## src/logic/pwm_defines.svh

```systemverilog
// register offsets, bit positions and reset values of the pwm timer
`ifndef PWM_DEFINES_SVH
`define PWM_DEFINES_SVH
// byte offsets on the bus
`define OFS_SEL   8'h00
`define OFS_DUTY  8'h04
`define OFS_PHASE 8'h08
`define OFS_OE    8'h0c
`define OFS_PCLK  8'h10
`define OFS_ROUTE 8'h14
`define OFS_STC   8'h18
`define OFS_DIR   8'h1c
`define OFS_PDATA 8'h20
// clock_and_data_select fields
`define SEL_CKE   7
`define SEL_CKS   6
`define SEL_ONE   5
`define SEL_ZERO  4
// peripheral_clock_select prescale fields
`define PCLK_HI   2
`define PCLK_LO   1
// port_route_control fields
`define ROUTE_A   2
`define ROUTE_B   1
// serial_timer_control flash window bit
`define STC_FLASH 3
// reset values and the word transfer size accepted on the bus
`define RST_BYTE  8'h00
`define RST_NIB   4'h0
`define WORD_SIZE 3'h2
`endif

```

## src/logic/pwm_pkg.sv

```systemverilog
// types shared by the pwm timer
package pwm_pkg;
  typedef enum logic [1:0] {
    BUS_IDLE   = 2'b00,
    BUS_RDWAIT = 2'b01
  } bus_state_t;
  typedef struct packed {
    logic       inrange;
    logic [7:0] addr;
  } bus_req_t;
  typedef struct packed {
    logic oe;
    logic lvl;
  } pin_t;
endpackage

```

## src/logic/pwm_timer.sv

```systemverilog
// eight channel pulse division pwm timer with ahb-lite register slave
//
// Decided for this implementation: the AHB-Lite slave port and the register offsets.
`timescale 1ns/10ps
`include "pwm_defines.svh"

// What this block does
// - eight outputs 15..8; outputs 15..12 go to primary or alternate pin
// - enable 0 stops clock; select 0 system clock; else divide by 2,4,8,16
// - one resolution step equals one selected counter clock period
// - conversion period is 256 steps; counter walks 256 states
// - basic pulse repeats sixteen times per conversion period
// - select register bit 5 reads 1, bit 4 reads 0, writes ignored
// - four bit select code 1000..1111 picks channel 8..15; 0xxx does nothing
// - eight independent readable writable 8-bit duty registers
// - upper duty nibble sets basic pulse width 0/16..15/16
// - lower duty nibble sets number of added pulses over sixteen basic pulses
// - active fraction per period equals duty value over 256
// - one phase bit per channel, bits map to outputs 15..8
// - phase 0 duty sets high width; phase 1 inverts output
// - enable and select reset to 0, counter clock off after reset
// - added pulse is one step just before basic rising edge, also for zero
// - added pulses fill basic pulses 15,7,11,3,13,5,9,1,14,6,10,2,12,4,8
// - direction 0 input; 1 with drive 0 port output; 1 with drive 1 waveform
module pwm_timer
  import pwm_pkg::*;
#(
  parameter int NCH = 8
) (
  // clock and reset
  input  wire logic             sys_clk,
  input  wire logic             sys_rst,
  // ahb-lite slave
  input  wire logic             hsel,
  input  wire logic [31:0]      haddr,
  input  wire logic [1:0]       htrans,
  input  wire logic             hwrite,
  input  wire logic [2:0]       hsize,
  input  wire logic [31:0]      hwdata,
  input  wire logic             hready,
  output logic                  hreadyout,
  output logic                  hresp,
  output logic [31:0]           hrdata,
  // primary pins of channels 15..8
  output logic [NCH-1:0]        pulse_outputs,
  output logic [NCH-1:0]        pulse_outputs_oe,
  // alternate pins of channels 15..12
  output logic [3:0]            alternate_pulse_outputs,
  output logic [3:0]            alternate_pulse_outputs_oe
);

  // decode of a captured address against one offset
  function automatic logic hit(input bus_req_t r, input logic [7:0] ofs);
    return r.inrange && (r.addr == ofs);
  endfunction
  // bit reversal orders the added pulse slots
  function automatic logic [3:0] rev4(input logic [3:0] v);
    return {v[0], v[1], v[2], v[3]};
  endfunction

  logic                  counter_clock_enable;
  logic                  counter_clock_divided;
  logic [3:0]            data_sel;
  logic [NCH-1:0][7:0]   duty_value;
  logic [NCH-1:0]        phase_invert_bits;
  logic [NCH-1:0]        waveform_drive_bits;
  logic [7:0]            peripheral_clock_select;
  logic [1:0]            port_route_control;
  logic [7:0]            serial_timer_control;
  logic [NCH-1:0]        port_dir;
  logic [NCH-1:0]        port_data;
  bus_req_t              req;
  logic                  wr_v;
  bus_state_t            state;
  logic [7:0]            rd_val;
  logic [3:0]            div;
  logic [3:0]            div_mask;
  logic                  tick;
  logic [7:0]            shared_counter;
  logic [NCH-1:0]        raw;
  logic                  take;
  logic                  flash_on;
  assign take     = hsel && htrans[1] && hready && (hsize == `WORD_SIZE);
  assign flash_on = serial_timer_control[`STC_FLASH];

  // address phase capture; writes land one cycle later with hwdata
  always_ff @(posedge sys_clk) begin
    if (sys_rst) begin
      req  <= '0;
      wr_v <= 1'b0;
    end else begin
      wr_v <= take && hwrite;
      if (take) begin
        req.inrange <= (haddr[31:8] == 24'h000000);
        req.addr    <= haddr[7:0];
      end
    end
  end

  // clock and data select; bits 5 and 4 have no storage
  always_ff @(posedge sys_clk) begin
    if (sys_rst) begin
      counter_clock_enable  <= 1'b0;
      counter_clock_divided <= 1'b0;
      data_sel              <= `RST_NIB;
    end else if (wr_v && hit(req, `OFS_SEL)) begin
      counter_clock_enable  <= hwdata[`SEL_CKE];
      counter_clock_divided <= hwdata[`SEL_CKS];
      data_sel              <= hwdata[3:0];
    end
  end

  // duty registers behind the shared window, one per channel
  genvar gi;
  generate
    for (gi = 0; gi < NCH; gi++) begin : g_duty
      always_ff @(posedge sys_clk) begin
        if (sys_rst) begin
          duty_value[gi] <= `RST_BYTE;
        end else if (wr_v && hit(req, `OFS_DUTY) && data_sel == {1'b1, 3'(gi)}) begin
          duty_value[gi] <= hwdata[7:0];
        end
      end
    end
  endgenerate

  // phase, drive enable, direction and port data banks
  always_ff @(posedge sys_clk) begin
    if (sys_rst) begin
      phase_invert_bits   <= `RST_BYTE;
      waveform_drive_bits <= `RST_BYTE;
      port_dir            <= `RST_BYTE;
      port_data           <= `RST_BYTE;
    end else if (wr_v) begin
      if (hit(req, `OFS_PHASE)) begin
        phase_invert_bits <= hwdata[7:0];
      end
      if (hit(req, `OFS_OE)) begin
        waveform_drive_bits <= hwdata[7:0];
      end
      if (hit(req, `OFS_DIR)) begin
        port_dir <= hwdata[7:0];
      end
      if (hit(req, `OFS_PDATA)) begin
        port_data <= hwdata[7:0];
      end
    end
  end

  // clock select is locked while the flash window is open
  always_ff @(posedge sys_clk) begin
    if (sys_rst) begin
      peripheral_clock_select <= `RST_BYTE;
    end else if (wr_v && hit(req, `OFS_PCLK) && !flash_on) begin
      peripheral_clock_select <= hwdata[7:0];
    end
  end

  // routing and serial timer control
  always_ff @(posedge sys_clk) begin
    if (sys_rst) begin
      port_route_control   <= 2'b00;
      serial_timer_control <= `RST_BYTE;
    end else if (wr_v) begin
      if (hit(req, `OFS_ROUTE)) begin
        port_route_control <= {hwdata[`ROUTE_A], hwdata[`ROUTE_B]};
      end
      if (hit(req, `OFS_STC)) begin
        serial_timer_control <= hwdata[7:0];
      end
    end
  end

  // read value of the captured address; unmapped reads give zero
  always_comb begin
    rd_val = 8'h00;
    if (req.inrange) begin
      case (req.addr)
        `OFS_SEL:   rd_val = {counter_clock_enable, counter_clock_divided, 1'b1, 1'b0, data_sel};
        `OFS_DUTY:  rd_val = data_sel[3] ? duty_value[data_sel[2:0]] : 8'h00;
        `OFS_PHASE: rd_val = phase_invert_bits;
        `OFS_OE:    rd_val = waveform_drive_bits;
        `OFS_PCLK:  rd_val = flash_on ? 8'h00 : peripheral_clock_select;
        `OFS_ROUTE: rd_val = {5'h00, port_route_control, 1'b0};
        `OFS_STC:   rd_val = serial_timer_control;
        `OFS_DIR:   rd_val = port_dir;
        `OFS_PDATA: rd_val = port_data;
        default:    rd_val = 8'h00;
      endcase
    end
  end

  // one wait state on reads, so a write just before is already visible
  always_ff @(posedge sys_clk) begin
    if (sys_rst) begin
      state     <= BUS_IDLE;
      hreadyout <= 1'b1;
      hrdata    <= 32'h00000000;
      hresp     <= 1'b0;
    end else begin
      case (state)
        BUS_IDLE: begin
          if (take && !hwrite) begin
            state     <= BUS_RDWAIT;
            hreadyout <= 1'b0;
          end
        end
        BUS_RDWAIT: begin
          state     <= BUS_IDLE;
          hreadyout <= 1'b1;
          hrdata    <= {24'h000000, rd_val};
        end
        default: begin
          state     <= BUS_IDLE;
          hreadyout <= 1'b1;
        end
      endcase
    end
  end

  // prescale mask: tick when the low bits of div are all ones
  always_comb begin
    case ({peripheral_clock_select[`PCLK_HI], peripheral_clock_select[`PCLK_LO]})
      2'b00:   div_mask = 4'h1;
      2'b01:   div_mask = 4'h3;
      2'b10:   div_mask = 4'h7;
      default: div_mask = 4'hf;
    endcase
  end
  assign tick = counter_clock_enable &&
                (!counter_clock_divided || ((div & div_mask) == div_mask));
  // free running divider; a mode change may give one short first step
  always_ff @(posedge sys_clk) begin
    if (sys_rst) begin
      div <= `RST_NIB;
    end else begin
      div <= div + 4'h1;
    end
  end

  // shared time base, wraps after 256 steps
  always_ff @(posedge sys_clk) begin
    if (sys_rst) begin
      shared_counter <= `RST_BYTE;
    end else if (tick) begin
      shared_counter <= shared_counter + 8'h01;
    end
  end

  // per channel waveform: high part ends each 16 step basic pulse
  generate
    for (gi = 0; gi < NCH; gi++) begin : g_wave
      logic [3:0] upper;
      logic [3:0] lower;
      logic [3:0] pos;
      logic       basic;
      logic       extra;
      assign upper = duty_value[gi][7:4];
      assign lower = duty_value[gi][3:0];
      assign pos   = shared_counter[3:0];
      assign basic = pos > (4'hf - upper);
      // added step sits just before the rising edge, even when upper is zero
      assign extra = (pos == (4'hf - upper)) && (rev4(~shared_counter[7:4]) < lower);
      assign raw[gi] = basic || extra;
    end
  endgenerate
  // pin drivers; all pins come from flip-flops
  generate
    for (gi = 0; gi < NCH; gi++) begin : g_pin
      logic alt;
      pin_t next_pin;
      if (gi >= 6) begin : g_a
        assign alt = port_route_control[1];
      end else if (gi >= 4) begin : g_b
        assign alt = port_route_control[0];
      end else begin : g_n
        assign alt = 1'b0;
      end
      // direction 0 leaves the pin to the port input
      assign next_pin.oe  = port_dir[gi];
      assign next_pin.lvl = waveform_drive_bits[gi] ?
                            (raw[gi] ^ phase_invert_bits[gi]) : port_data[gi];
      always_ff @(posedge sys_clk) begin
        if (sys_rst) begin
          pulse_outputs[gi]    <= 1'b0;
          pulse_outputs_oe[gi] <= 1'b0;
        end else begin
          pulse_outputs[gi]    <= next_pin.lvl;
          pulse_outputs_oe[gi] <= next_pin.oe && !alt;
        end
      end
      if (gi >= 4) begin : g_alt
        always_ff @(posedge sys_clk) begin
          if (sys_rst) begin
            alternate_pulse_outputs[gi-4]    <= 1'b0;
            alternate_pulse_outputs_oe[gi-4] <= 1'b0;
          end else begin
            alternate_pulse_outputs[gi-4]    <= next_pin.lvl;
            alternate_pulse_outputs_oe[gi-4] <= next_pin.oe && alt;
          end
        end
      end
    end
  endgenerate

  // helpers for the checks below
  logic [3:0] gap;
  logic [3:0] mode_q;
  logic [4:0] mode_age;
  logic [8:0] hi_cnt;
  logic       period_ok;
  logic [3:0] mode;
  logic [3:0] exp_gap;
  assign mode    = {counter_clock_enable, counter_clock_divided,
                    peripheral_clock_select[`PCLK_HI], peripheral_clock_select[`PCLK_LO]};
  assign exp_gap = counter_clock_divided ? div_mask : 4'h0;

  always_ff @(posedge sys_clk) begin
    if (sys_rst) begin
      gap      <= 4'h0;
      mode_q   <= 4'h0;
      mode_age <= 5'h00;
    end else begin
      mode_q <= mode;
      gap    <= tick ? 4'h0 : ((gap == 4'hf) ? gap : gap + 4'h1);
      if (mode != mode_q) begin
        mode_age <= 5'h00;
      end else if (mode_age != 5'h1f) begin
        mode_age <= mode_age + 5'h01;
      end
    end
  end

  // active steps of channel 8 over one whole period
  always_ff @(posedge sys_clk) begin
    if (sys_rst) begin
      hi_cnt    <= 9'h000;
      period_ok <= 1'b0;
    end else begin
      if (tick) begin
        hi_cnt <= (shared_counter == 8'hff) ? 9'h000 : hi_cnt + {8'h00, raw[0]};
      end
      if (wr_v && hit(req, `OFS_DUTY)) begin
        period_ok <= 1'b0;
      end else if (tick && shared_counter == 8'hff) begin
        period_ok <= 1'b1;
      end
    end
  end
endmodule

```

## config.mk

```make
export PLATFORM = sky130hd
export DESIGN_NAME = pwm_timer
export DESIGN_NICKNAME = d
export VERILOG_FILES = /design/src/logic/pwm_pkg.sv /design/src/logic/pwm_timer.sv
export VERILOG_INCLUDE_DIRS = /design/src /design/src/logic
export SDC_FILE = /design/constraint.sdc
export NUM_CORES = 1
export LEC_CHECK = 0
export BUFFER_PORTS_ARGS = -buffer_cell sky130_fd_sc_hd__buf_2
export CAP_MARGIN = 10
export CORE_MARGIN = 1.5
export CORE_UTILIZATION = 54
export CTS_BUF_LIST = sky130_fd_sc_hd__clkbuf_2 sky130_fd_sc_hd__clkbuf_4 sky130_fd_sc_hd__clkbuf_8
export CTS_CLUSTER_SIZE = 40
export DETAILED_ROUTE_END_ITERATION = 10
export PLACE_DENSITY = 0.79
export SLEW_MARGIN = 20
export SYNTH_ARGS = -nofsm -noshare
export SYNTH_HDL_FRONTEND = slang
export SYNTH_SLANG_ARGS = --single-unit
```

## constraint.sdc

```tcl
create_clock -name sys_clk -period 2 [get_ports sys_clk]
set_input_delay 0 -clock sys_clk [delete_from_list [all_inputs] [get_ports sys_clk]]
set_output_delay 0 -clock sys_clk [all_outputs]
set_load 0.02 [all_outputs]
```

* Word-level counts from Yosys, hierarchy flattened
Cells that the tools add are included.
Word-level totals: output and inout bits 58, input port bits 74, register bits 172, word-level logic and storage cells 195
Operators by class: bitwise logic cells 11, reduce and logical (&&, ||, !) cells 68, muxes and demuxes 15, add/subtract/negate cells 10, order comparisons 17, equal/unequal tests 28
Operators by type and width (number):
- case mux 8 bit (9 select lines) | 1
- logical AND 1 bit | 43
- == test 4 bit | 9
- == test 4 bit (second input constant) | 8
- == test 8 x 5 -> 1 bit (second input constant) | 4
- > comparator 4 bit | 8
- < comparator 4 bit | 8
- 2-to-1 mux 8 bit | 4
- subtractor 4 bit (first input constant) | 8
- binary-select mux 8 bit (select 3 bit) | 1
- logical NOT 24 bit | 1
- == test 8 x 4 -> 1 bit (second input constant) | 2
- case mux 4 bit (3 select lines) | 1
- AND reduction 2 bit | 6
- logical OR 1 bit | 9
- adder 8 x 1 -> 8 bit (second input constant) | 1
- == test 8 x 3 -> 1 bit (second input constant) | 1
- == test 8 x 6 -> 1 bit (second input constant) | 1
- logical NOT 8 bit | 1
- 2-to-1 mux 1 bit | 8
- XOR 1 bit | 8
- logical NOT 1 bit | 5
- adder 4 x 1 -> 4 bit (second input constant) | 1
- bitwise AND 4 bit | 1
- 8 further kinds | 9

* Depth between registers and ports, before layout
depth after elaboration 6, depth in mapped cells 8, mapped depth without buffers 7

* Worst setup path before layout
OpenSTA, ideal clock, no wires.
kind register -> register, start point register req[7] (netlist bit), end point register duty_value[56] (netlist bit), required time 1872 ps, arrival 1831 ps, cell stages (with the launch flop) 7, library setup time 128 ps, period minus slack after synthesis 1959 ps, path buffers 1, slack 41 ps, cell sequence dfxtp_1 > nor4_4 > and4_2 > buf_2 > nand4_2 > mux2i_1 > nor2_1
On the way: longest elaborated chain between the ends 4
RTL lines:
- start, declared | RTL line pwm_timer.sv:72 | bus_req_t req;
- == test 8 x 3 -> 1 bit | RTL line pwm_timer.sv:54 | return r.inrange && (r.addr == ofs);
- logical AND 1 bit (2 in series)
- logical AND 1 bit | RTL line pwm_timer.sv:120 | end else if (wr_v && hit(req, `OFS_DUTY) && data_sel == {1'b1, 3'(gi)}) begin
- end signal, assigned by index | RTL line pwm_timer.sv:119 | duty_value[gi] <= `RST_BYTE;
- end signal, assigned by index | RTL line pwm_timer.sv:121 | duty_value[gi] <= hwdata[7:0];
- end, declared | RTL line pwm_timer.sv:64 | logic [NCH-1:0][7:0] duty_value;
No other way between the ends. A chain may end at the register's enable or synchronous reset.

* Worst setup path after layout
start point register req[8] (netlist bit), end point register duty_value[50] (netlist bit)
On the way: longest elaborated chain between the ends 3
RTL lines (RTL line):
- logical AND 1 bit (2 in series)
- logical AND 1 bit | pwm_timer.sv:120
No other way between the ends.

==> out/results.ini <==
[logic_synthesis]
synth_top_area_share_pct=38.1
synth_area_leaders=dfxtp_1, mux2i_1, ha_1, nor2_1, mux4_2
netlist_top_cells_count=dfxtp_1, nor2_1, mux2i_1
yosysTopAreaCell=dfxtp_1
ys_seq_elements=172
ys.flop_type=dfxtp_1
async_reset_ff_share_pct=0
yosysMostFrequentCell=dfxtp_1
yosysUniqueCellTypes=67
synth-edff-count=0
ys_warn_count=0
ys_seq_area_share_pct=38.1
syn-cell-area_sq_mm=0.00903
postSynthCellCount=970
synth.avg_cell_area_sq_um=9.31

[job]
cap_violations=0

[placement]
dp_slack_ns=-0.163
portBuffers=81
hpwl_mm=18.1
place_inst=1276
place_congestion=0.947

[sta]
hold_viol=0
tightest_slew_ns=0.617
fmax_mhz=512
setup_viol_count_final=0
relSlewSlack_pct=58.8
finalCritPeriodShare_pct=97.6
rsz0062_at_grt=true
fin_skew_ns=0.0133
min_period_ns=1.95
tns_ns=0
final-max-slew-violation-count=0
fin_ws_ns=0.0476

[floorplan]
ios=132
start_util_pct=54.9
coreArea_sq_mm=0.0165
rows=47
die_height_microns=132
die_x_microns=132
die-area_sq_mm=0.0175

[final_layout]
syn_to_final_growth_pct=18.3
seqCellArea_sq_mm=0.00346
stdcell_count=1329
nFillCells=1348
nets=1229
multiInputGateArea_sq_mm=0.00517
drive_gt1_share_pct=21.8
n_antenna_cell=0

[clocking]
cts-buffers-inserted=17
clk_pin_slew_ns=0.10
clock_latency_ns=0.47
cts_max_path_buffers=2
htreeDepth=4
post_cts_buffers=0
cts.sinks=172
cts_root_buf=clkbuf_8
cts_tree=done

[setup_path]
path_class=reg2reg
critPathLaunchType=flop
crit_required_ns=2.36
critPathMaxFanout=8
r2r_cells=5
crit_arrival_ns=2.31
cp-end-kind=flop

[grt]
grt_max_degree=70
grt_pass1_vias=7517
grt_pass1_wl_mm=39.6
grt_usage_pct=29.0
overflow=0
antenna_found_initial=0

[route]
wl_per_cell_microns=18.8
drc=0
drt-initial-drc-count=603
via_per_inst=5.88
antenna_left=0
firstDrtPassIters=5
via_count=7813
drt_wl_total_mm=25.0

[min_path]
hold_path.class=in2reg
whs_path_depth=4

[pwr]
peakVddDrop_mv=0.506
powerDensity_mw_per_mm2=594
leakagePower_nw=4.22

[status]
outcome=completed

==> timing repair <==
action | 4_1_cts | 5_1_grt
gates cloned | 0 | 1
pin swaps | 0 | 4
endpoints found under the hold margin | 57 | 0
gates resized for setup | 9 | 35
setup endpoints to repair | 7 | 36
hold buffers | 21 | 0
==> layout by cell type, fill, tap and decap left out, types with 19 or more instances in the layout <==
cell / instances
dfxtp_1: 164
nor2_1: 163
mux2i_1: 135
buf_2: 80
ha_1: 58
buf_4: 56
nand2_1: 44
inv_1: 38
o21ai_0: 29
a21oi_1: 27
conb_1: 25
dlygate4sd3_1: 21
clkbuf_8: 19
==> final timing paths <==
kind | startpoint | endpoint | slack, ns
worst min-delay path | htrans[1] | req[4] | 0.27
worst min register to register | hrdata[5] | hrdata[5] | 0.47
worst max-delay path | req[8] | duty_value[50] | 0.05
worst max register to register | req[8] | duty_value[50] | 0.05
==> worst max-delay path, cell delays in order, from the launching register on <==
cell,delay (ns)
dfxtp_1,0.37
and2_0,0.41
and4_2,0.42
nand3_2,0.31
mux2i_1,0.27
nor2_1,0.07
==> stage by stage <==
stage          hold slack (ns)  power [mW]  instance area [sq um]  util, %
6_report                 0.268        6.35                  10700     64.9
3_5_place_dp             0.248        3.77                   9940     60.3
3_3_place_gp             0.239        3.77                   9940     60.3
2_1_floorplan            0.147        3.69                   9120        -
5_1_grt                  0.288        6.56                  10700     64.9
4_1_cts                  0.265        6.36                  10600     64.3
==> power by group <==
group	internal (mW)	switching [mW]
combinational	0.0985	0.194
sequential	3.42	0.00689
clock	1.31	1.31
total	4.83	1.51
==> flip-flops by register name (all words and copies together) (netlist names), 2 cells and up <==
signal / count
data_sel: 4
phase_invert_bits: 8
alternate_pulse_outputs_oe: 4
req: 9
shared_counter: 8
port_data: 8
duty_value: 64
div: 4
alternate_pulse_outputs: 4
pulse_outputs: 4
peripheral_clock_select: 8
pulse_outputs_oe: 8
serial_timer_control: 8
port_dir: 8
waveform_drive_bits: 8
port_route_control: 2
hrdata: 8
==> cells by family after synthesis <==
kind of cell / Yosys count / share of synthesized area, %
compound gates: 125 / 9.10
other cells: 1 / 0.0415
flops: 172 / 38.1
buf+inv: 124 / 6.51
simple gates: 335 / 19.1
fa+ha+maj: 58 / 8.03
xor+xnor: 2 / 0.194
mux: 153 / 18.9
==> metal layers <==
metal	GRT usage, %	up-vias	wire length, microns	part of all wire, %
met4	15.4	0	1170	4.7
met3	5.15	86	1810	7.2
li1	-	3647	-	-
met1	36.8	3710	10400	42
met5	0	-	0	0
met2	47.3	370	11700	47
==> final cells by class <==
| type | instances | share of cell area [%] |
|---|---|---|
| sequential | 172 | 32.4 |
| clock buffer | 19 | 2.45 |
| tap | 220 | 2.58 |
| multi-input combinational | 698 | 48.4 |
| timing repair inverter | 1 | 0.0703 |
| inverter | 42 | 1.56 |
| timing repair buffer | 165 | 11.1 |
| clock inverter | 12 | 1.51 |
Note: power is estimated with default switching activity, not from simulation.
